`src/smpg_params.svh`:
```
// Register offsets, field positions, reset values and timing counts of the stepper pulse generator.
`ifndef SMPG_PARAMS_SVH
`define SMPG_PARAMS_SVH
`define SMPG_OFS_CTRL      5'h00
`define SMPG_OFS_WAVE      5'h04
`define SMPG_OFS_PERIOD    5'h08
`define SMPG_OFS_RISE      5'h0C
`define SMPG_OFS_STEPS     5'h10
`define SMPG_OFS_STATUS    5'h14
`define SMPG_CTRL_RUN      0
`define SMPG_CTRL_CKSEL_LO 2
`define SMPG_CTRL_STEPFLG  6
`define SMPG_CTRL_HALTFLG  7
`define SMPG_WAVE_MODE_LO  4
`define SMPG_PER_LOW_LO    2
`define SMPG_PER_HIGH_LO   8
`define SMPG_PER_STOP      14
`define SMPG_PER_DIR       15
`define SMPG_RISE_HIGH_LO  8
`define SMPG_RISE_BRK_LO   13
`define SMPG_CTRL_RESET    8'h00
`define SMPG_WAVE_RESET    6'h00
`define SMPG_PER_RESET     16'h0000
`define SMPG_RISE_RESET    16'h0000
`define SMPG_STEPS_RESET   8'h00
`define SMPG_STOP_TICKS    2
`define SMPG_RESUME_TICKS  4
`endif

```
`src/smpg_pkg.sv`:
```
// Types shared by the stepper pulse generator modules.
package smpg_pkg;
    typedef enum logic [1:0] {SMPG_CK_SYS, SMPG_CK_TMR3, SMPG_CK_PLL, SMPG_CK_LSOSC} smpg_cksel_t;
    typedef enum logic [1:0] {SMPG_ONE_PHASE, SMPG_ONE_TWO, SMPG_TWO_PHASE, SMPG_MODE_RSVD} smpg_mode_t;
    typedef enum logic [1:0] {SMPG_BRK_RUN, SMPG_BRK_STEP_END, SMPG_BRK_ZERO, SMPG_BRK_HOLD} smpg_brk_t;
    typedef enum {SMPG_IDLE, SMPG_RUN, SMPG_HALT, SMPG_BREAK} smpg_state_t;
    typedef struct packed {
        logic [9:0] period;
        logic [1:0] ext;
        logic       dir;
        logic       stop;
        logic [9:0] lowp;
        logic [7:0] steps;
    } smpg_seg_t;
endpackage

```
`src/smpg_tick_if.sv`:
```
// Count clock selection and tick between the sequencer and the tick generator.
`timescale 1ns/100ps
interface smpg_tick_if;
    logic [1:0] sel;
    logic       tick;
    modport gen  (input sel, output tick);
    modport user (output sel, input tick);
endinterface

```
`src/smpg_tick_gen.sv`:
```
// Count clock tick generator: selects system clock, timer match or low-speed oscillator.
`timescale 1ns/100ps
module smpg_tick_gen
    import smpg_pkg::*;
(
    input  wire logic clk,
    input  wire logic reset_n,
    input  wire logic timer3_match,
    input  wire logic low_speed_oscillator,
    smpg_tick_if.gen  tif
);
    logic [1:0] tmr_sync_q;
    logic [1:0] osc_sync_q;
    logic       tmr_last_q;
    logic       osc_last_q;
    wire        tmr_rise = tmr_sync_q[1] & ~tmr_last_q;
    wire        osc_rise = osc_sync_q[1] & ~osc_last_q;

    always_ff @(posedge clk or negedge reset_n)
    begin
        if (!reset_n)
        begin
            tmr_sync_q <= 2'h0;
            osc_sync_q <= 2'h0;
            tmr_last_q <= 1'b0;
            osc_last_q <= 1'b0;
        end
        else
        begin
            tmr_sync_q <= {tmr_sync_q[0], timer3_match};
            osc_sync_q <= {osc_sync_q[0], low_speed_oscillator};
            tmr_last_q <= tmr_sync_q[1];
            osc_last_q <= osc_sync_q[1];
        end
    end

    // The PLL source belongs to the ultrasonic mode and never ticks here.
    always_comb
    begin
        case (smpg_cksel_t'(tif.sel))
            SMPG_CK_SYS:   tif.tick = 1'b1;
            SMPG_CK_TMR3:  tif.tick = tmr_rise;
            SMPG_CK_LSOSC: tif.tick = osc_rise;
            default:       tif.tick = 1'b0;
        endcase
    end
endmodule // smpg_tick_gen

```
`src/smpg_top.sv`:
```
// Stepper motor pulse generator with Avalon-MM register slave and four phase outputs.
//
// Chosen here: register access over Avalon-MM and the placing of the registers.
`timescale 1ns/100ps
`include "smpg_params.svh"
module smpg_top
    import smpg_pkg::*;
(
    input  wire logic        clk,
    input  wire logic        reset_n,
    input  wire logic [4:0]  avs_address,
    input  wire logic        avs_read,
    input  wire logic        avs_write,
    input  wire logic [3:0]  avs_byteenable,
    input  wire logic [31:0] avs_writedata,
    output logic      [31:0] avs_readdata,
    output logic             avs_waitrequest,
    input  wire logic        timer3_match,
    input  wire logic        low_speed_oscillator,
    input  wire logic        debug_break,
    output logic      [3:0]  phase_out,
    output logic             evt_reload,
    output logic             evt_halt,
    output logic             evt_restart
);
    function automatic logic [3:0] pat_of(smpg_mode_t m, logic [2:0] p, logic first);
        logic [3:0] one;
        one = 4'h1 << (m == SMPG_ONE_TWO ? p[2:1] : p[1:0]);
        if (m == SMPG_TWO_PHASE || (m == SMPG_ONE_TWO && p[0] && !first))
            pat_of = one | {one[2:0], one[3]};
        else
            pat_of = one;
    endfunction

    function automatic logic ext_of(logic [1:0] frac, logic [1:0] ph);
        case (frac)
            2'h1:    ext_of = (ph == 2'h1);
            2'h2:    ext_of = (ph == 2'h0) || (ph == 2'h2);
            2'h3:    ext_of = (ph != 2'h3);
            default: ext_of = 1'b0;
        endcase
    endfunction

    smpg_tick_if tif ();
    smpg_tick_gen u_tick (
        .clk                  (clk),
        .reset_n              (reset_n),
        .timer3_match         (timer3_match),
        .low_speed_oscillator (low_speed_oscillator),
        .tif                  (tif)
    );

    logic [7:0]  ctrl_q;
    logic [5:0]  wave_q;
    logic [15:0] per_q;
    logic [15:0] rise_q;
    logic [7:0]  steps_q;
    logic        stepflg_q;
    logic        haltflg_q;
    logic        ack_q;
    logic [1:0]  brk_sync_q;
    smpg_seg_t   st1_q;
    smpg_seg_t   st2_q;
    smpg_seg_t   act_q;
    smpg_state_t state_q;
    logic [10:0] cnt_q;
    logic [7:0]  nstep_q;
    logic [2:0]  pos_q;
    logic        first_q;
    logic        zero_q;
    logic [3:0]  prev_q;

    wire         tk        = tif.tick;
    wire         run       = ctrl_q[`SMPG_CTRL_RUN];
    wire smpg_mode_t mode  = smpg_mode_t'(wave_q[`SMPG_WAVE_MODE_LO +: 2]);
    wire smpg_brk_t  brk   = smpg_brk_t'(rise_q[`SMPG_RISE_BRK_LO +: 2]);
    wire         brk_on    = brk_sync_q[1];
    wire         req       = avs_read | avs_write;
    wire         wr_go     = avs_write & ack_q;
    wire         hit_ctrl  = avs_address == `SMPG_OFS_CTRL;
    wire         hit_wave  = avs_address == `SMPG_OFS_WAVE;
    wire         hit_per   = avs_address == `SMPG_OFS_PERIOD;
    wire         hit_rise  = avs_address == `SMPG_OFS_RISE;
    wire         hit_steps = avs_address == `SMPG_OFS_STEPS;
    wire         hit_stat  = avs_address == `SMPG_OFS_STATUS;
    wire [1:0]   ph        = (mode == SMPG_ONE_TWO) ? pos_q[2:1] : pos_q[1:0];
    wire [10:0]  len_raw   = {1'b0, act_q.period} + {10'h0, ext_of(act_q.ext, ph)};
    wire [10:0]  step_len  = (len_raw == 11'h0) ? 11'h1 : len_raw;
    wire         brk_now   = brk_on && (brk == SMPG_BRK_ZERO || brk == SMPG_BRK_HOLD);
    wire         step_end  = (state_q == SMPG_RUN) && tk && !brk_now && (cnt_q + 11'h1 >= step_len);
    wire         seg_end   = (act_q.steps == 8'h0) || (nstep_q == act_q.steps);
    wire [2:0]   pos_mask  = (mode == SMPG_ONE_TWO) ? 3'h7 : 3'h3;
    wire [2:0]   pos_next  = (act_q.dir ? pos_q - 3'h1 : pos_q + 3'h1) & pos_mask;
    wire [3:0]   pat       = pat_of(mode, pos_q, first_q);
    wire         rise_ok   = cnt_q >= {1'b0, act_q.lowp};
    wire         do_reload = step_end && seg_end && !st2_q.stop && !(brk_on && brk == SMPG_BRK_STEP_END);
    wire         do_halt   = step_end && seg_end && st2_q.stop;
    wire         do_resume = (state_q == SMPG_HALT) && tk && !st2_q.stop && run;
    wire smpg_seg_t live   = '{period: {per_q[`SMPG_PER_HIGH_LO +: 4], per_q[`SMPG_PER_LOW_LO +: 6]},
                               ext: per_q[1:0], dir: per_q[`SMPG_PER_DIR], stop: per_q[`SMPG_PER_STOP],
                               lowp: {rise_q[`SMPG_RISE_HIGH_LO +: 2], rise_q[7:0]}, steps: steps_q};
    wire [31:0]  rd_mux    = hit_ctrl  ? {24'h0, haltflg_q, stepflg_q, ctrl_q[5:0]} :
                             hit_wave  ? {26'h0, wave_q} :
                             hit_per   ? {16'h0, per_q} :
                             hit_rise  ? {16'h0, rise_q} :
                             hit_steps ? {24'h0, steps_q} :
                             hit_stat  ? {16'h0, nstep_q, 4'h0, phase_out} : 32'h0;

    assign tif.sel         = ctrl_q[`SMPG_CTRL_CKSEL_LO +: 2];
    assign avs_waitrequest = req & ~ack_q;
    assign evt_reload      = do_reload;
    assign evt_halt        = do_halt;
    assign evt_restart     = do_resume;

    // Every access waits exactly one cycle so read data can come from a flip-flop.
    always_ff @(posedge clk or negedge reset_n)
    begin
        if (!reset_n)
        begin
            ack_q        <= 1'b0;
            avs_readdata <= 32'h0;
            brk_sync_q   <= 2'h0;
        end
        else
        begin
            ack_q        <= req & ~ack_q;
            avs_readdata <= (avs_read & ~ack_q) ? rd_mux : avs_readdata;
            brk_sync_q   <= {brk_sync_q[0], debug_break};
        end
    end

    // Partial writes to the 16-bit pairs are taken byte by byte; software keeps them whole.
    always_ff @(posedge clk or negedge reset_n)
    begin
        if (!reset_n)
        begin
            ctrl_q  <= `SMPG_CTRL_RESET;
            wave_q  <= `SMPG_WAVE_RESET;
            per_q   <= `SMPG_PER_RESET;
            rise_q  <= `SMPG_RISE_RESET;
            steps_q <= `SMPG_STEPS_RESET;
        end
        else
        begin
            if (wr_go && hit_ctrl && avs_byteenable[0])
                ctrl_q <= {2'h0, avs_writedata[5:0]};
            if (wr_go && hit_wave && avs_byteenable[0])
                wave_q <= avs_writedata[5:0];
            if (wr_go && hit_per && avs_byteenable[0])
                per_q[7:0] <= avs_writedata[7:0];
            if (wr_go && hit_per && avs_byteenable[1])
                per_q[15:8] <= avs_writedata[15:8];
            if (wr_go && hit_rise && avs_byteenable[0])
                rise_q[7:0] <= avs_writedata[7:0];
            if (wr_go && hit_rise && avs_byteenable[1])
                rise_q[15:8] <= avs_writedata[15:8];
            if (wr_go && hit_steps && avs_byteenable[0])
                steps_q <= avs_writedata[7:0];
        end
    end

    // Flags clear on a written one; a same-cycle hardware event wins.
    always_ff @(posedge clk or negedge reset_n)
    begin
        if (!reset_n)
        begin
            stepflg_q <= 1'b0;
            haltflg_q <= 1'b0;
        end
        else
        begin
            if (do_reload || do_resume)
                stepflg_q <= 1'b1;
            else if (wr_go && hit_ctrl && avs_byteenable[0] && avs_writedata[`SMPG_CTRL_STEPFLG])
                stepflg_q <= 1'b0;
            if (do_halt)
                haltflg_q <= 1'b1;
            else if (wr_go && hit_ctrl && avs_byteenable[0] && avs_writedata[`SMPG_CTRL_HALTFLG])
                haltflg_q <= 1'b0;
        end
    end

    // Two count clock stages keep late writes away from the coming reload.
    always_ff @(posedge clk or negedge reset_n)
    begin
        if (!reset_n)
        begin
            st1_q <= '0;
            st2_q <= '0;
        end
        else if (tk)
        begin
            st1_q <= live;
            st2_q <= st1_q;
        end
    end

    always_ff @(posedge clk or negedge reset_n)
    begin
        if (!reset_n)
        begin
            state_q <= SMPG_IDLE;
            act_q   <= '0;
            cnt_q   <= 11'h0;
            nstep_q <= 8'h0;
            pos_q   <= 3'h0;
            first_q <= 1'b0;
            zero_q  <= 1'b0;
            prev_q  <= 4'h0;
        end
        else if (!run)
        begin
            state_q <= SMPG_IDLE;
            zero_q  <= 1'b0;
        end
        else
        begin
            case (state_q)
                SMPG_IDLE:
                begin
                    state_q <= SMPG_RUN;
                    act_q   <= live;
                    cnt_q   <= 11'h0;
                    nstep_q <= 8'h0;
                    pos_q   <= (mode == SMPG_ONE_TWO) ? (live.dir ? 3'h7 : 3'h1) : 3'h0;
                    first_q <= 1'b1;
                    prev_q  <= 4'h0;
                end
                SMPG_RUN:
                begin
                    if (brk_now)
                    begin
                        state_q <= SMPG_BREAK;
                        zero_q  <= (brk == SMPG_BRK_ZERO);
                    end
                    else if (step_end)
                    begin
                        cnt_q   <= 11'h0;
                        pos_q   <= pos_next;
                        first_q <= 1'b0;
                        prev_q  <= pat;
                        nstep_q <= seg_end ? 8'h0 : nstep_q + 8'h1;
                        if (do_halt)
                            state_q <= SMPG_HALT;
                        else if (brk_on && brk == SMPG_BRK_STEP_END)
                            state_q <= SMPG_BREAK;
                        if (do_reload)
                            act_q <= st2_q;
                    end
                    else if (tk)
                        cnt_q <= cnt_q + 11'h1;
                end
                SMPG_HALT:
                begin
                    if (do_resume)
                    begin
                        state_q <= SMPG_RUN;
                        act_q   <= st2_q;
                        cnt_q   <= 11'h0;
                        nstep_q <= 8'h0;
                    end
                end
                SMPG_BREAK:
                begin
                    if (!brk_on)
                    begin
                        state_q <= SMPG_RUN;
                        zero_q  <= 1'b0;
                    end
                end
                default:
                    state_q <= SMPG_IDLE;
            endcase
        end
    end

    // A newly energised phase stays low until the rise delay has elapsed in the step.
    always_ff @(posedge clk or negedge reset_n)
    begin
        if (!reset_n)
            phase_out <= 4'h0;
        else if (!run || state_q == SMPG_IDLE || zero_q)
            phase_out <= 4'h0;
        else if (state_q == SMPG_RUN)
            phase_out <= pat & (prev_q | {4{rise_ok}});
    end

    chk_stop_outputs_low: assert property (@(posedge clk) disable iff (!reset_n)
        $fell(run) |=> ##1 (phase_out == 4'h0))
        else $error("phase outputs not low after run cleared");
    chk_one_phase_onehot: assert property (@(posedge clk) disable iff (!reset_n)
        (state_q == SMPG_RUN && mode == SMPG_ONE_PHASE) |-> $onehot(pat))
        else $error("one-phase pattern has other than one phase");
    chk_two_phase_pair: assert property (@(posedge clk) disable iff (!reset_n)
        (state_q == SMPG_RUN && mode == SMPG_TWO_PHASE) |-> ($countones(pat) == 2))
        else $error("two-phase pattern lacks two phases");
    chk_step_length: assert property (@(posedge clk) disable iff (!reset_n)
        step_end |-> (cnt_q == step_len - 11'h1))
        else $error("step ended at wrong count");
    chk_phase3_base: assert property (@(posedge clk) disable iff (!reset_n)
        (state_q == SMPG_RUN && ph == 2'h3) |-> (step_len == ((act_q.period == 10'h0) ? 11'h1 : {1'b0, act_q.period})))
        else $error("phase 3 width was extended");
    chk_segment_steps: assert property (@(posedge clk) disable iff (!reset_n)
        (do_reload && act_q.steps != 8'h0) |-> (nstep_q == act_q.steps))
        else $error("reload before N plus one steps");
    chk_reload_source: assert property (@(posedge clk) disable iff (!reset_n)
        (do_reload && run) |=> (act_q == $past(st2_q)))
        else $error("reload did not take the staged values");
    chk_halt_flag_hold: assert property (@(posedge clk) disable iff (!reset_n)
        (do_halt && run) |=> (haltflg_q && state_q == SMPG_HALT) ##1 $stable(phase_out))
        else $error("halt did not flag or hold outputs");
    chk_restart_flag: assert property (@(posedge clk) disable iff (!reset_n)
        do_resume |=> (stepflg_q && state_q == SMPG_RUN))
        else $error("restart did not set step count flag");
    chk_break_zeroed: assert property (@(posedge clk) disable iff (!reset_n)
        (state_q == SMPG_BREAK && zero_q && run) |=> (phase_out == 4'h0))
        else $error("break zero mode left outputs driven");
endmodule // smpg_top

```
`config.mk`:
```
export PLATFORM = sky130hd
export DESIGN_NAME = smpg_top
export DESIGN_NICKNAME = d
export VERILOG_FILES = /design/src/smpg_pkg.sv /design/src/smpg_tick_if.sv /design/src/smpg_tick_gen.sv /design/src/smpg_top.sv
export VERILOG_INCLUDE_DIRS = /design/src
export SDC_FILE = /design/constraint.sdc
export NUM_CORES = 1
export LEC_CHECK = 0
export BUFFER_PORTS_ARGS = -buffer_cell sky130_fd_sc_hd__buf_2
export CAP_MARGIN = 40
export CORE_UTILIZATION = 60
export CTS_CLUSTER_DIAMETER = 30
export DETAILED_ROUTE_END_ITERATION = 7
export GPL_TIMING_DRIVEN = 0
export PLACE_DENSITY = 0.8
export RECOVER_POWER = 100
export SLEW_MARGIN = 30
export SYNTH_ARGS = -nofsm -noshare
export SYNTH_HDL_FRONTEND = slang
export SYNTH_HIERARCHICAL = 1
export SYNTH_SLANG_ARGS = --single-unit
```
`constraint.sdc`:
```
create_clock -name clk -period 6.21 [get_ports clk]
set_clock_uncertainty 0.05 [all_clocks]
set_input_delay 1.242 -clock clk [delete_from_list [all_inputs] [get_ports clk]]
set_output_delay 1.242 -clock clk [all_outputs]
set_load 0.1 [all_outputs]
```
Word-level counts from Yosys, hierarchy flattened
Cells that the tools add are included.
{ "word_totals": {"regBits": 254, "inputBits": 48, "out_inout_bits": 40, "elab_cells": 212} }
{ "classes": {"add_sub_neg": 5, "magnitude_cmp": 2, "n_eq_ne": 35, "shift": 1, "mux": 57, "bitwise": 13, "n_reduce_logical": 58} }
{ "op_table": {"columns": ["op", "count"], "rows": [
  ["$mux W32", 11],
  ["$pmux W32 S4", 1],
  ["$eq A32 B2 Y1 const B", 3],
  ["$mux W16", 6],
  ["$pmux W32 S3", 1],
  ["$logic_not A32 Y1", 2],
  ["$mux W11", 5],
  ["$pmux W11 S3", 1],
  ["$eq A32 B1 Y1 const B", 1],
  ["$eq A32 B3 Y1 const B", 1],
  ["$mux W8", 4],
  ["$logic_and A1 B1 Y1", 28],
  ["$pmux W8 S3", 1],
  ["$mux W4", 5],
  ["$mux W3", 6],
  ["$eq A2 B2 Y1 const B", 7],
  ["$ne A3 B3 Y1 const B", 4],
  ["$add A10 B1 Y11", 1],
  ["$add A11 B1 Y11 const B", 1],
  ["$ge A11 B10 Y1", 1],
  ["$ge A11 B11 Y1", 1],
  ["$logic_not A11 Y1", 1],
  ["$eq A2 B1 Y1 const B", 5],
  ["$eq A5 B4 Y1 const B", 2],
  ["other kinds (34)", 72]
]} }

Logic depth before layout (Yosys ltp)
Gate-level depths: netlist of run 1.
{ "depth": {"depth_word": 17, "ltp_mapped": 24, "ltp_nobuf": 21} }

Modules after synthesis
The synthesis of run 1 kept the hierarchy.
{ "modules_own_cells": {"columns": ["module", "instances", "cells_per_inst", "area_each_um2", "seq_area_each_um2"], "rows": [
  ["smpg_top", 1, 907, 10118.5, 5054.8],
  ["smpg_tick_gen", 1, 10, 175.2, 150.1]
]} }

Least setup slack after synthesis of run 1
OpenSTA, ideal clock, no wires.
{ "synth_timing": {"kind": "reg2out", "startpoint": "register wave_q[5]", "endpoint": "output evt_halt", "arrival_ns": 4.027, "required_ns": 4.918, "slack_ns": 0.891, "stages_incl_launch_ff": 22, "path_buffers": 1, "cell_sequence": "dfrtp_1 > nand2b_1 > clkbuf_1 > mux2i_1 > inv_1 > ha_1 > mux2i_1 > nand2_1 > o21ai_0 > ha_1 > ha_1 > nand2_1 > nor2_1 > nand3_1 > xor2_1 > ha_1 > and3_1 > and3_4 > o211ai_4 > nand2_1 > nand3_1 > inv_1"} }
{ "synth_between": {"elab_chain_len": 12, "word_cells_on_any_way": 15, "classes_between": "1 x add/sub; 1 x order compare; 4 x eq/ne; 3 x mux; 6 x reduce/logical"} }
{ "synth_lines": {"columns": ["item", "line_no", "text"], "rows": [
  ["from (decl)", "smpg_top.sv:54", "logic [5:0] wave_q;"],
  ["from (signal assigned)", "smpg_top.sv:138", "wave_q <= `SMPG_WAVE_RESET;"],
  ["from (signal assigned)", "smpg_top.sv:148", "wave_q <= avs_writedata[5:0];"],
  ["$eq A2 B1 Y1 (*)", "smpg_top.sv:86", "wire [1:0] ph = (mode == SMPG_ONE_TWO) ? pos_q[2:1] : pos_q[1:0];"],
  ["$mux W2 (*)", "smpg_top.sv:86", null],
  ["$eq A2 B2 Y1 / $logic_not A2 Y1 (equally long branches)", "smpg_top.sv:38", "2'h2: ext_of = (ph == 2'h0) || (ph == 2'h2);"],
  ["$logic_or A1 B1 Y1", "smpg_top.sv:38", null],
  ["$pmux W1 S3 (*)", "smpg_top.sv:36", "case (frac)"],
  ["$add A10 B1 Y11 (*)", "smpg_top.sv:87", "wire [10:0] len_raw = {1'b0, act_q.period} + {10'h0, ext_of(act_q.ext, ph)};"],
  ["$logic_not A11 Y1", "smpg_top.sv:88", "wire [10:0] step_len = (len_raw == 11'h0) ? 11'h1 : len_raw;"],
  ["$mux W11 (*)", "smpg_top.sv:88", null],
  ["$ge A11 B11 Y1 (*)", "smpg_top.sv:90", "wire step_end = (state_q == SMPG_RUN) && tk && !brk_now && (cnt_q + 11'h1 >= step_len);"],
  ["$logic_and A1 B1 Y1 (*)", "smpg_top.sv:90", null],
  ["$logic_and A1 B1 Y1 (*) (2 in series)", "smpg_top.sv:97", "wire do_halt = step_end && seg_end && st2_q.stop;"],
  ["to (decl)", "smpg_top.sv:23", "output logic evt_halt,"]
]} }
Mark *: on every way between the ends. The rest lies on a longest branch, timed or not.

Final worst setup path of run 1
Same ends and word-level chain as after synthesis.

==> results of run 1 <==
[worst max path at each step]
| stage | endpoint | slack [ns] | cells past startpoint |
|---|---|---|---|
| 3_3_place_gp | evt_halt | 0.15 | 22 |
| 5_1_grt | evt_halt | 0.01 | 21 |
| 6_report | evt_halt | 0.26 | 19 |
| 4_1_cts | evt_halt | 0.08 | 21 |
| 3_5_place_dp | evt_halt | 0.03 | 22 |
| 2_1_floorplan | evt_halt | 0.89 | 21 |
[final cells by class]
| type | instances | area (µm²) | area share [%] |
|---|---|---|---|
| buffer | 56 | 278 | 2.29 |
| inverter | 26 | 97.6 | 0.804 |
| tap | 220 | 275 | 2.27 |
| clock inverter | 12 | 196 | 1.62 |
| clock buffer | 51 | 1080 | 8.88 |
| multi-input combinational | 641 | 4720 | 38.9 |
| timing repair buffer | 56 | 287 | 2.36 |
| sequential | 208 | 5200 | 42.9 |
[flip-flops by register name, indices dropped and copies added (netlist names), 8 cells and up]
name          flops
st1_q            32
st2_q            32
act_q            31
avs_readdata     16
per_q            16
rise_q           16
cnt_q            11
nstep_q           8
steps_q           8
[power by group]
part	switching (mW)	internal [mW]	leakage (nW)
clock network	0.665	1.41	0.632
registers	0.195	1.55	2.77
logic	0.470	0.312	2.26
total	1.33	3.27	5.66
[metal layers]
metal  global-route usage (%)  part of all wire [%]  wire length (µm)  vias to the layer above
met5                        0                 0.049                13                        -
met4                     13.0                   3.4               901                        2
li1                         -                     -                 -                     3439
met1                     40.9                    42             11000                     3822
met3                     6.09                   6.5              1720                       87
met2                     51.2                    48             12800                      276
[critical path, cell delays in order (launching register included)]
cell,delay [ns]
dfrtp_1,0.45
nand2b_4,0.22
o21ai_1,0.32
ha_1,0.24
nand2_1,0.05
o21ai_0,0.40
ha_1,0.24
ha_1,0.20
nand2_1,0.08
nor2_2,0.19
nand3_1,0.12
xor2_1,0.17
ha_1,0.27
and3_1,0.16
and3_2,0.26
o211ai_4,0.11
nand2_2,0.14
nand3_2,0.18
inv_1,0.12
buf_6,0.22
[logic make-up (layout without fill, tap and decap cells)]
logic type      Yosys count  after routing  share of synthesized area (%)
compound gates          178            178                           11.0
xor+xnor                 27             27                           2.30
fa+ha+maj                36             36                           4.45
buf+inv                  83            201                           3.85
flops                   208            208                           50.6
mux                     163            163                           17.4
other cells               1             16                         0.0364
simple gates            221            221                           10.4
[timing repair]
item / CTS / global route
endpoints found under the setup margin: 2 / 2
setup buffers: 0 / 0
resized for setup: 7 / 6
[placed cells by master, fill, tap and decap left out, types with 26 or more instances in the layout]
cell type	synthesis	layout
inv_1	26	26
clkbuf_16	0	37
dfrtp_1	208	208
buf_2	14	30
nor2_1	64	63
o21ai_0	57	58
clkbuf_1	25	65
mux2i_1	42	41
nand2_1	64	63
mux2_2	120	118
ha_1	35	35
a21oi_1	55	56
==> results.md, run 1 <==
- Hold Crit Depth: 0
- Share of cells above drive strength 1: 23.5%
- Worst slack, placed: 0.0303 ns
- Synth top area cells: dfrtp_1, mux2_2, ha_1
- RSZ-0062 raised after global routing: false
- CP Launch Type: flop
- Max-cap violations: 2
- Core footprint: 0.0166 mm²
- Cell taking the most area after synthesis: dfrtp_1
- Final setup fails: 0
- Pre-Repair DR Iteration Count: 6
- CTS clk-pin slew, worst paths: 0.05 ns
- Vias in the first global route: 7835
- Synth Area per Inst: 11.2 µm²
- Routed wire length per instance: 20.8 µm
- Flop-to-flop setup slack: 0.94 ns
- Reg-to-Reg Start: wave_q[5]
- Status: finished with violations
- DIE HEIGHT: 133 µm
- Largest net degree at the start of global routing: 84
- Total clock buffers created by CTS: 36
- Slew @ Worst Pin: 2.55 ns
- First-pass GRT wire length: 42.3 mm
- Fin Hold WS: 0.297 ns
- Buffers on Ports: 52
- #FFs+latches synth: 208
- Fin nets: 1109
- Num rows: 47
- Post-synth top cells: dfrtp_1, mux2_2, nand2_1, nor2_1, o21ai_0
- Die width: 133 µm
- Routability cong.: 0.841
- Post-synth top area share: 50.6%
- Initial antenna violation count: 2
- Die footprint: 0.0177 mm²
- Maximum VDD drop: 0.296 mV
- Achievable clock frequency: 168 MHz
- GRT Overall Usage: 31.3%
- Critical Path End Type: output pin
- CTS Buffer Depth: 3
- Worst Hold End: u_tick/osc_sync_q[1]
- Num ports: 88
- Most numerous cell in the Yosys netlist: dfrtp_1
- Sequential cell area fraction in the yosys report: 50.6%
- Critical Path RT: 4.92 ns
- Final Non-Filler Cells: 1270
- Final cell area excluding filler cells: 0.0121 mm²
- Detailed Route Iter0 Violations: 592
- Total negative slack: 0 ns
- P per Cell Area: 379 mW/mm²
- CTS tree: built
- Starting density of the core: 61.9%
- Ys flop type: dfrtp_1
- Crit path time final: 5.95 ns
- Clk Tree Root Cell: clkbuf_16
- Min-delay src: u_tick/osc_sync_q[0]
- Total power: 4.60 mW
- Filler cell count: 1124
- Synth-to-Final Area Change: 18.0%
- Final period util: 95.8%
- DR DRC count: 0
- CTS Sinks: 208
- Final hold violation count: 0
- R2R depth: 18
- Slew headroom: -69.8%
- R2R Path End: pos_q[1]
- Placed cell area: 0.0110 mm²
- Vias: 7626
- Vias per std cell: 6.00
- ANT nets after route: 0
- Max Slew Vio Count: 132
- Worst path arrival time: 4.66 ns
- Detail Placement HPWL: 17.7 mm
- Slack of the critical path: 0.260 ns
- Finished Core Util: 73.0%
- Post-Synthesis Cell Area: 0.0103 mm²
- Origin of the worst setup path: wave_q[5]
- Number of enable flip-flop cells after synthesis: 0
- Netlist cell types: 67
- Worst-Skew Late Latency: 0.51 ns
- # hold bufs at CTS: 0
- Placed cell count: 1207
- Routed WL: 26.4 mm
- Synth Warn #: 6
- Synth async-reset ratio: 100%
- Hold Crit Class: flop to flop
- Cells after Synth: 917
- Crit path max fanout: 7
- Leakage: 5.66 nW
- Ant. Diodes: 0
- Failing checks: max-capacitance violations, max-slew violations
- Critical path class: flop to output pin
- Gr ovfl total: 0
- H-tree depth: 2
Note: power is estimated with default switching activity, not from simulation.
==> run 2, diff against run 1 <==
Settings changed: BUFFER_PORTS_ARGS -buffer_cell sky130_fd_sc_hd__buf_2 to -buffer_cell sky130_fd_sc_hd__clkbuf_2.
==> run 2 against run 1 <==
Against the previous run: the run still ends with max-capacitance violations, max-slew violations left; non-clock buffer count unchanged; count of clock-buffer cells in the layout decreased by 3; fmax about the same; critical endpoint is now evt_reload.
==> results.md, run 2 (same netlist as run 1, synthesis figures left out) <==
- Status: finished with violations
- Failing checks: max-capacitance violations, max-slew violations
- Setup bufs post-CTS: 0 (unchanged)
- Die width: 133 µm (unchanged)
- Num ports: 88 (unchanged)
- Final hold violation count: 0 (unchanged)
- Buffers on Ports: 52 (unchanged)
- Crit path time final: 5.95 ns (+0.00351 ns)
- First-pass GRT wire length: 42.4 mm (+0.26%)
- CTS Buffer Depth: 3 (unchanged)
- CTS Sinks: 208 (unchanged)
- Critical Path End Type: output pin
- Flop-to-flop setup slack: 1.04 ns (+0.10 ns)
- R2R depth: 22 (+4)
- RSZ-0062 raised after global routing: false
- Core footprint: 0.0166 mm² (unchanged)
- Worst Hold End: u_tick/osc_sync_q[1]
- Hold Crit Depth: 0 (unchanged)
- Achievable clock frequency: 168 MHz (about the same)
- Routed WL: 26.2 mm (-0.80%)
- ANT nets after route: 0 (unchanged)
- Detailed Route Iter0 Violations: 615 (+3.9%)
- Maximum VDD drop: 0.323 mV (+9.2%)
- Final period util: 95.9% (about the same)
- Share of cells above drive strength 1: 24.9% (+1.4 points)
- Placed cell count: 1207 (unchanged)
- Gr ovfl total: 0 (unchanged)
- Largest net degree at the start of global routing: 80 (-4.8%)
- GRT Overall Usage: 31.3% (about the same)
- Leakage: 5.69 nW (+0.62%)
- Most frequent cells in the layout: dfrtp_1, mux2_2, nand2_1, nor2_1, clkbuf_1
- Routability cong.: 0.859 (+2.2%)
- Total power: 4.71 mW (+2.4%)
- R2R Path End: act_q[0]
- Vias: 7670 (+0.58%)
- Hold Crit Class: flop to flop
- Synth-to-Final Area Change: 19.1%
- # hold bufs at CTS: 0 (unchanged)
- Worst path arrival time: 4.66 ns (about the same)
- Min-delay src: u_tick/osc_sync_q[0]
- Max Slew Vio Count: 132 (unchanged)
- Critical path class: flop to output pin
- DR DRC count: 0 (unchanged)
- CTS tree: built
- Leading cell type in the layout, fill and taps excluded: dfrtp_1
- Clk Tree Root Cell: clkbuf_16
- P per Cell Area: 384 mW/mm² (+1.4%)
- Detail Placement HPWL: 18.0 mm (+1.6%)
- Slew @ Worst Pin: 3.65 ns (+1.10 ns)
- Slew headroom: -143% (-74 points)
- CP Launch Type: flop
- Vias per std cell: 6.01 (about the same)
- Total clock buffers created by CTS: 40 (+11%)
- Reg-to-Reg Start: wave_q[5]
- Crit path max fanout: 7 (unchanged)
- Critical Path RT: 4.92 ns (about the same)
- DIE HEIGHT: 133 µm (unchanged)
- Starting density of the core: 61.9% (unchanged)
- Final setup fails: 0 (unchanged)
- Die footprint: 0.0177 mm² (unchanged)
- Routed wire length per instance: 20.5 µm (-1.3%)
- Ant. Diodes: 0 (unchanged)
- Vias in the first global route: 7807 (-0.36%)
- CTS clk-pin slew, worst paths: 0.05 ns (about the same)
- Final Non-Filler Cells: 1277 (+0.55%)
- Num rows: 47 (unchanged)
- Biggest regs: st1_q x32, st2_q x32, act_q x31
- H-tree depth: 2 (unchanged)
- Initial antenna violation count: 0 (-2)
- Fin nets: 1113 (+0.36%)
- Pre-Repair DR Iteration Count: 5 (-1)
- Worst-Skew Late Latency: 0.51 ns (about the same)
- Max-cap violations: 2 (unchanged)
- Total negative slack: 0 ns (unchanged)
-- run 2: through the flow --
step	hold WS (ns)	setup slack [ns]	util (%)	instance area (µm²)
floorplan	0.281	0.891	-	10300
detailed placement	0.289	0.0454	65.8	11000
global placement	0.283	-0.0908	65.4	10900
finish	0.300	0.256	73.7	12300
global route	0.306	0.0233	73.7	12300
CTS	0.301	0.0123	74.2	12400
-- run 2: worst max-delay path by stage --
stage                       to  startpoint  slack, ns
finish              evt_reload   wave_q[5]       0.26
global route        evt_reload   wave_q[5]       0.02
CTS                   evt_halt   wave_q[5]       0.01
detailed placement    evt_halt   wave_q[5]       0.05
global placement     rise_q[2]     reset_n      -0.09
floorplan             evt_halt   wave_q[5]       0.89
-- run 2: final cells by class --
type,instances,area (µm²)
inverter,26,97.6
fill,1132,4380
tap,220,275
sequential,208,5200
buffer,56,279
timing repair buffer,56,277
clock inverter,22,273
multi-input combinational,641,4750
clock buffer,48,1100
-- run 2: worst max-delay path, cell delays in order (launching register included) --
cell and delay (ns):
dfrtp_1 0.46, nand2b_4 0.24, mux2i_4 0.30, inv_1 0.10, ha_1 0.20, mux2i_1 0.13, nand2_1 0.06, o21ai_1 0.18
ha_1 0.22, ha_1 0.19, nand2_1 0.09, nor2_2 0.21, nand3_1 0.12, xor2_1 0.17, ha_1 0.27, and3_1 0.16
and3_4 0.23, o2bb2ai_1 0.14, o211ai_2 0.15, inv_1 0.09, clkbuf_2 0.45
-- run 2: per-layer routing --
metal	vias to the layer above	wire length [µm]	track usage, %
li1	3460	-	-
met1	3888	11100	42.2
met2	255	12700	50.2
met3	67	1590	5.56
met4	0	812	12.7
met5	-	0	0
-- run 2: timing repair --
item / CTS / global route
setup endpoints to repair: 2 / 2
resized for setup: 7 / 8
pin swaps: 0 / 0
-- run 2: power by group --
part	switching, mW	internal [mW]
combinational	0.471	0.313
sequential	0.191	1.55
clock	0.714	1.47
==> run 3, diff against run 2 <==
Settings changed: ABC_AREA set to 1.
==> run 3 against run 2 <==
Against the previous run: non-clock buffer count grew 12; sequential power shrank 6%; first-iteration DRC count grew 24%; sequential cell count is the same; sequential share of layout area is essentially flat; count of clock-buffer cells in the layout shrank 5; via count grew 18%; highest routed layer unchanged; the flow still finishes with violations (max-capacitance violations, max-slew violations); setup slack gained 0.072 ns.
==> results.md, run 3 <==
- Vias: 9050 (+18%)
- Simple-gate share of the synthesized area: 22.0% (+12 points)
- Synth async-reset ratio: 100% (unchanged)
- CTS Buffer Depth: 3 (unchanged)
- Largest net degree at the start of global routing: 84 (+5.0%)
- Num ports: 88 (unchanged)
- Placed cell area: 0.0110 mm² (+0.37%)
- Worst path arrival time: 4.59 ns (-0.07 ns)
- Final cell area excluding filler cells: 0.0123 mm² (about the same)
- Vias in the first global route: 8698 (+11%)
- Most frequent cells in the layout: nand2_1, dfrtp_1, o21ai_0
- Critical Path End Type: output pin
- Synth-to-Final Area Change: 18.7%
- Sequential cell area fraction in the yosys report: 50.4% (-0.21 points)
- Die footprint: 0.0178 mm² (+0.41%)
- Maximum VDD drop: 0.297 mV (-8.2%)
- Synth Warn #: 6 (unchanged)
- Gr ovfl total: 0 (unchanged)
- Final setup fails: 0 (unchanged)
- CTS tree: built
- Cell family with most CP delay: simple AND/OR/NAND/NOR gates
- CTS clk-pin slew, worst paths: 0.05 ns (about the same)
- Crit path largest cell delay: 0.41 ns (-0.05 ns)
- Number of enable flip-flop cells after synthesis: 0 (unchanged)
- Xor-xnor portion of the synthesized cell area: 2.20% (-0.094 points)
- Max Slew Vio Count: 145 (+9.8%)
- Worst-Skew Late Latency: 0.51 ns (about the same)
- Core footprint: 0.0167 mm² (+0.35%)
- Die width: 133 µm (+0.20%)
- Slew headroom: -119% (+25 points)
- Routability cong.: 0.907 (+5.6%)
- Routed wire length per instance: 16.2 µm (-21%)
- Final period util: 94.7% (-1.2 points)
- Final Non-Filler Cells: 1649 (+29%)
- Hold Crit Class: flop to flop
- Synth Area in Compound Gates: 12.1% (+1.1 points)
- Most numerous cell in the Yosys netlist: nand2_1
- Achievable clock frequency: 170 MHz (+1.2%)
- CP bufs+invs: 4 (+1)
- Vias per std cell: 5.49 (-8.6%)
- Final hold violation count: 0 (unchanged)
- ANT nets after route: 0 (unchanged)
- Fin nets: 1486 (+34%)
- Crit path time final: 5.88 ns (-0.0717 ns)
- Slack of the critical path: 0.328 ns (+0.0717 ns)
- Max-cap violations: 2 (unchanged)
- Critical Path RT: 4.92 ns (about the same)
- Post-synth top cells: nand2_1, dfrtp_1, o21ai_0
- Placed cell count: 1577 (+31%)
- Critical Path Most Common Cell: nand2_1
- Finished Core Util: 73.4% (-0.23 points)
- Netlist cell types: 43 (-36%)
- Synth top area cells: dfrtp_1, nand2_1, o21ai_0
- Leakage: 6.10 nW (+7.2%)
- Post-synthesis mux area share: 0% (-17 points)
- Buffers on Ports: 53 (+1.9%)
- Failing checks: max-capacitance violations, max-slew violations
- Ys flop type: dfrtp_1
- Cell taking the most area after synthesis: dfrtp_1
- Total negative slack: 0 ns (unchanged)
- Leading cell type in the layout, fill and taps excluded: nand2_1
- Starting density of the core: 61.9% (about the same)
- Pre-Repair DR Iteration Count: 5 (unchanged)
- Largest family of logic cells by synthesized area: simple AND/OR/NAND/NOR gates
- #FFs+latches synth: 208 (unchanged)
- Detailed Route Iter0 Violations: 764 (+24%)
- Biggest regs: st1_q x32, st2_q x32, act_q x31
- Routed WL: 26.8 mm (+2.2%)
- Critical path class: flop to output pin
- Crit path max fanout: 5 (-2)
- Fin Hold WS: 0.297 ns (-0.00324 ns)
- Clk Tree Root Cell: clkbuf_16
- Share of cells above drive strength 1: 10.1% (-15 points)
- P per Cell Area: 433 mW/mm² (+13%)
- Cells after Synth: 1287 (+40%)
- CTS Sinks: 208 (unchanged)
- Ant. Diodes: 0 (unchanged)
- Worst slack, placed: 0.249 ns (+0.203 ns)
- First-pass GRT wire length: 42.9 mm (+1.1%)
- CP Launch Type: flop
- Status: finished with violations
- Synth Area per Inst: 8.03 µm² (-28%)
- DIE HEIGHT: 133 µm (+0.20%)
- Total power: 5.32 mW (+13%)
- Total clock buffers created by CTS: 38 (-5.0%)
- Detail Placement HPWL: 18.8 mm (+4.4%)
- H-tree depth: 2 (unchanged)
- Num rows: 47 (unchanged)
- Initial antenna violation count: 0 (unchanged)
- GRT Overall Usage: 31.0% (-0.30 points)
- Slew @ Worst Pin: 3.28 ns (-0.370 ns)
- Adder-cell share of the synthesized area: 4.43% (-0.018 points)
- Post-Synthesis Cell Area: 0.0103 mm² (+0.41%)
- DR DRC count: 0 (unchanged)
- CP max stage cell: dfrtp_1
- Post-synth top area share: 50.4% (-0.21 points)
run 3: path summary, 6_finish.rpt:
kind,from,endpoint,slack [ns],cells after the start
max reg2reg,wave_q[5],act_q[17],0.72,34
max,wave_q[5],evt_halt,0.33,30
max in group asynchronous,reset_n,avs_readdata[5],1.00,2
min reg2reg,u_tick/osc_sync_q[0],u_tick/osc_sync_q[1],0.30,0
min,u_tick/osc_sync_q[0],u_tick/osc_sync_q[1],0.30,0
min in group asynchronous,reset_n,cnt_q[9],1.78,1
run 3: cells by family after synthesis:
logic type,count (synthesis)
AND/OR/NAND/NOR,568
AO/OA/AOI/OAI,227
buffers and inverters,221
flip-flops,208
adder cells (fa/ha/maj),36
XOR/XNOR,26
other,1
run 3: report_power, final:
part	total (mW)	switching, mW	internal [mW]
combinational	1.67	1.22	0.451
clock	2.00	0.719	1.28
sequential	1.64	0.123	1.52
total	5.32	2.06	3.25
run 3: area by class of cell:
type / count / area, µm²
flip-flops and latches: 208 / 5210
fillers: 1269 / 4430
multi-input cells: 873 / 4310
clock buffers: 43 / 1020
inverters: 157 / 589
repair buffers: 60 / 328
plain buffers: 64 / 307
well taps: 220 / 275
clock inverters: 24 / 228
run 3: routing by layer:
metal | global-route usage, % | wire length, µm
met5 | 0 | 0
met4 | 13.9 | 946
met3 | 5.63 | 1790
met2 | 50.6 | 12800
met1 | 40.5 | 11300
run 3: what timing repair did:
action                     4_1_cts  5_1_grt
pin swaps                        0        2
setup endpoints to repair        2        2
gates cloned                     0        0
resized for setup                7       17
hold buffers                     0        0
buffers inserted                 0        4
run 3: worst register-to-register path, delay by kind of cell, from the launching register on:
family / cells / cell delay [ns]
and+or+nand+nor: 18 / 1.69
adders and majority gates: 4 / 0.89
DFF: 1 / 0.41
buffers and inverters: 6 / 1.33
xor gates and xnor gates: 1 / 0.17
AOI/OAI and AO/OA: 5 / 0.88
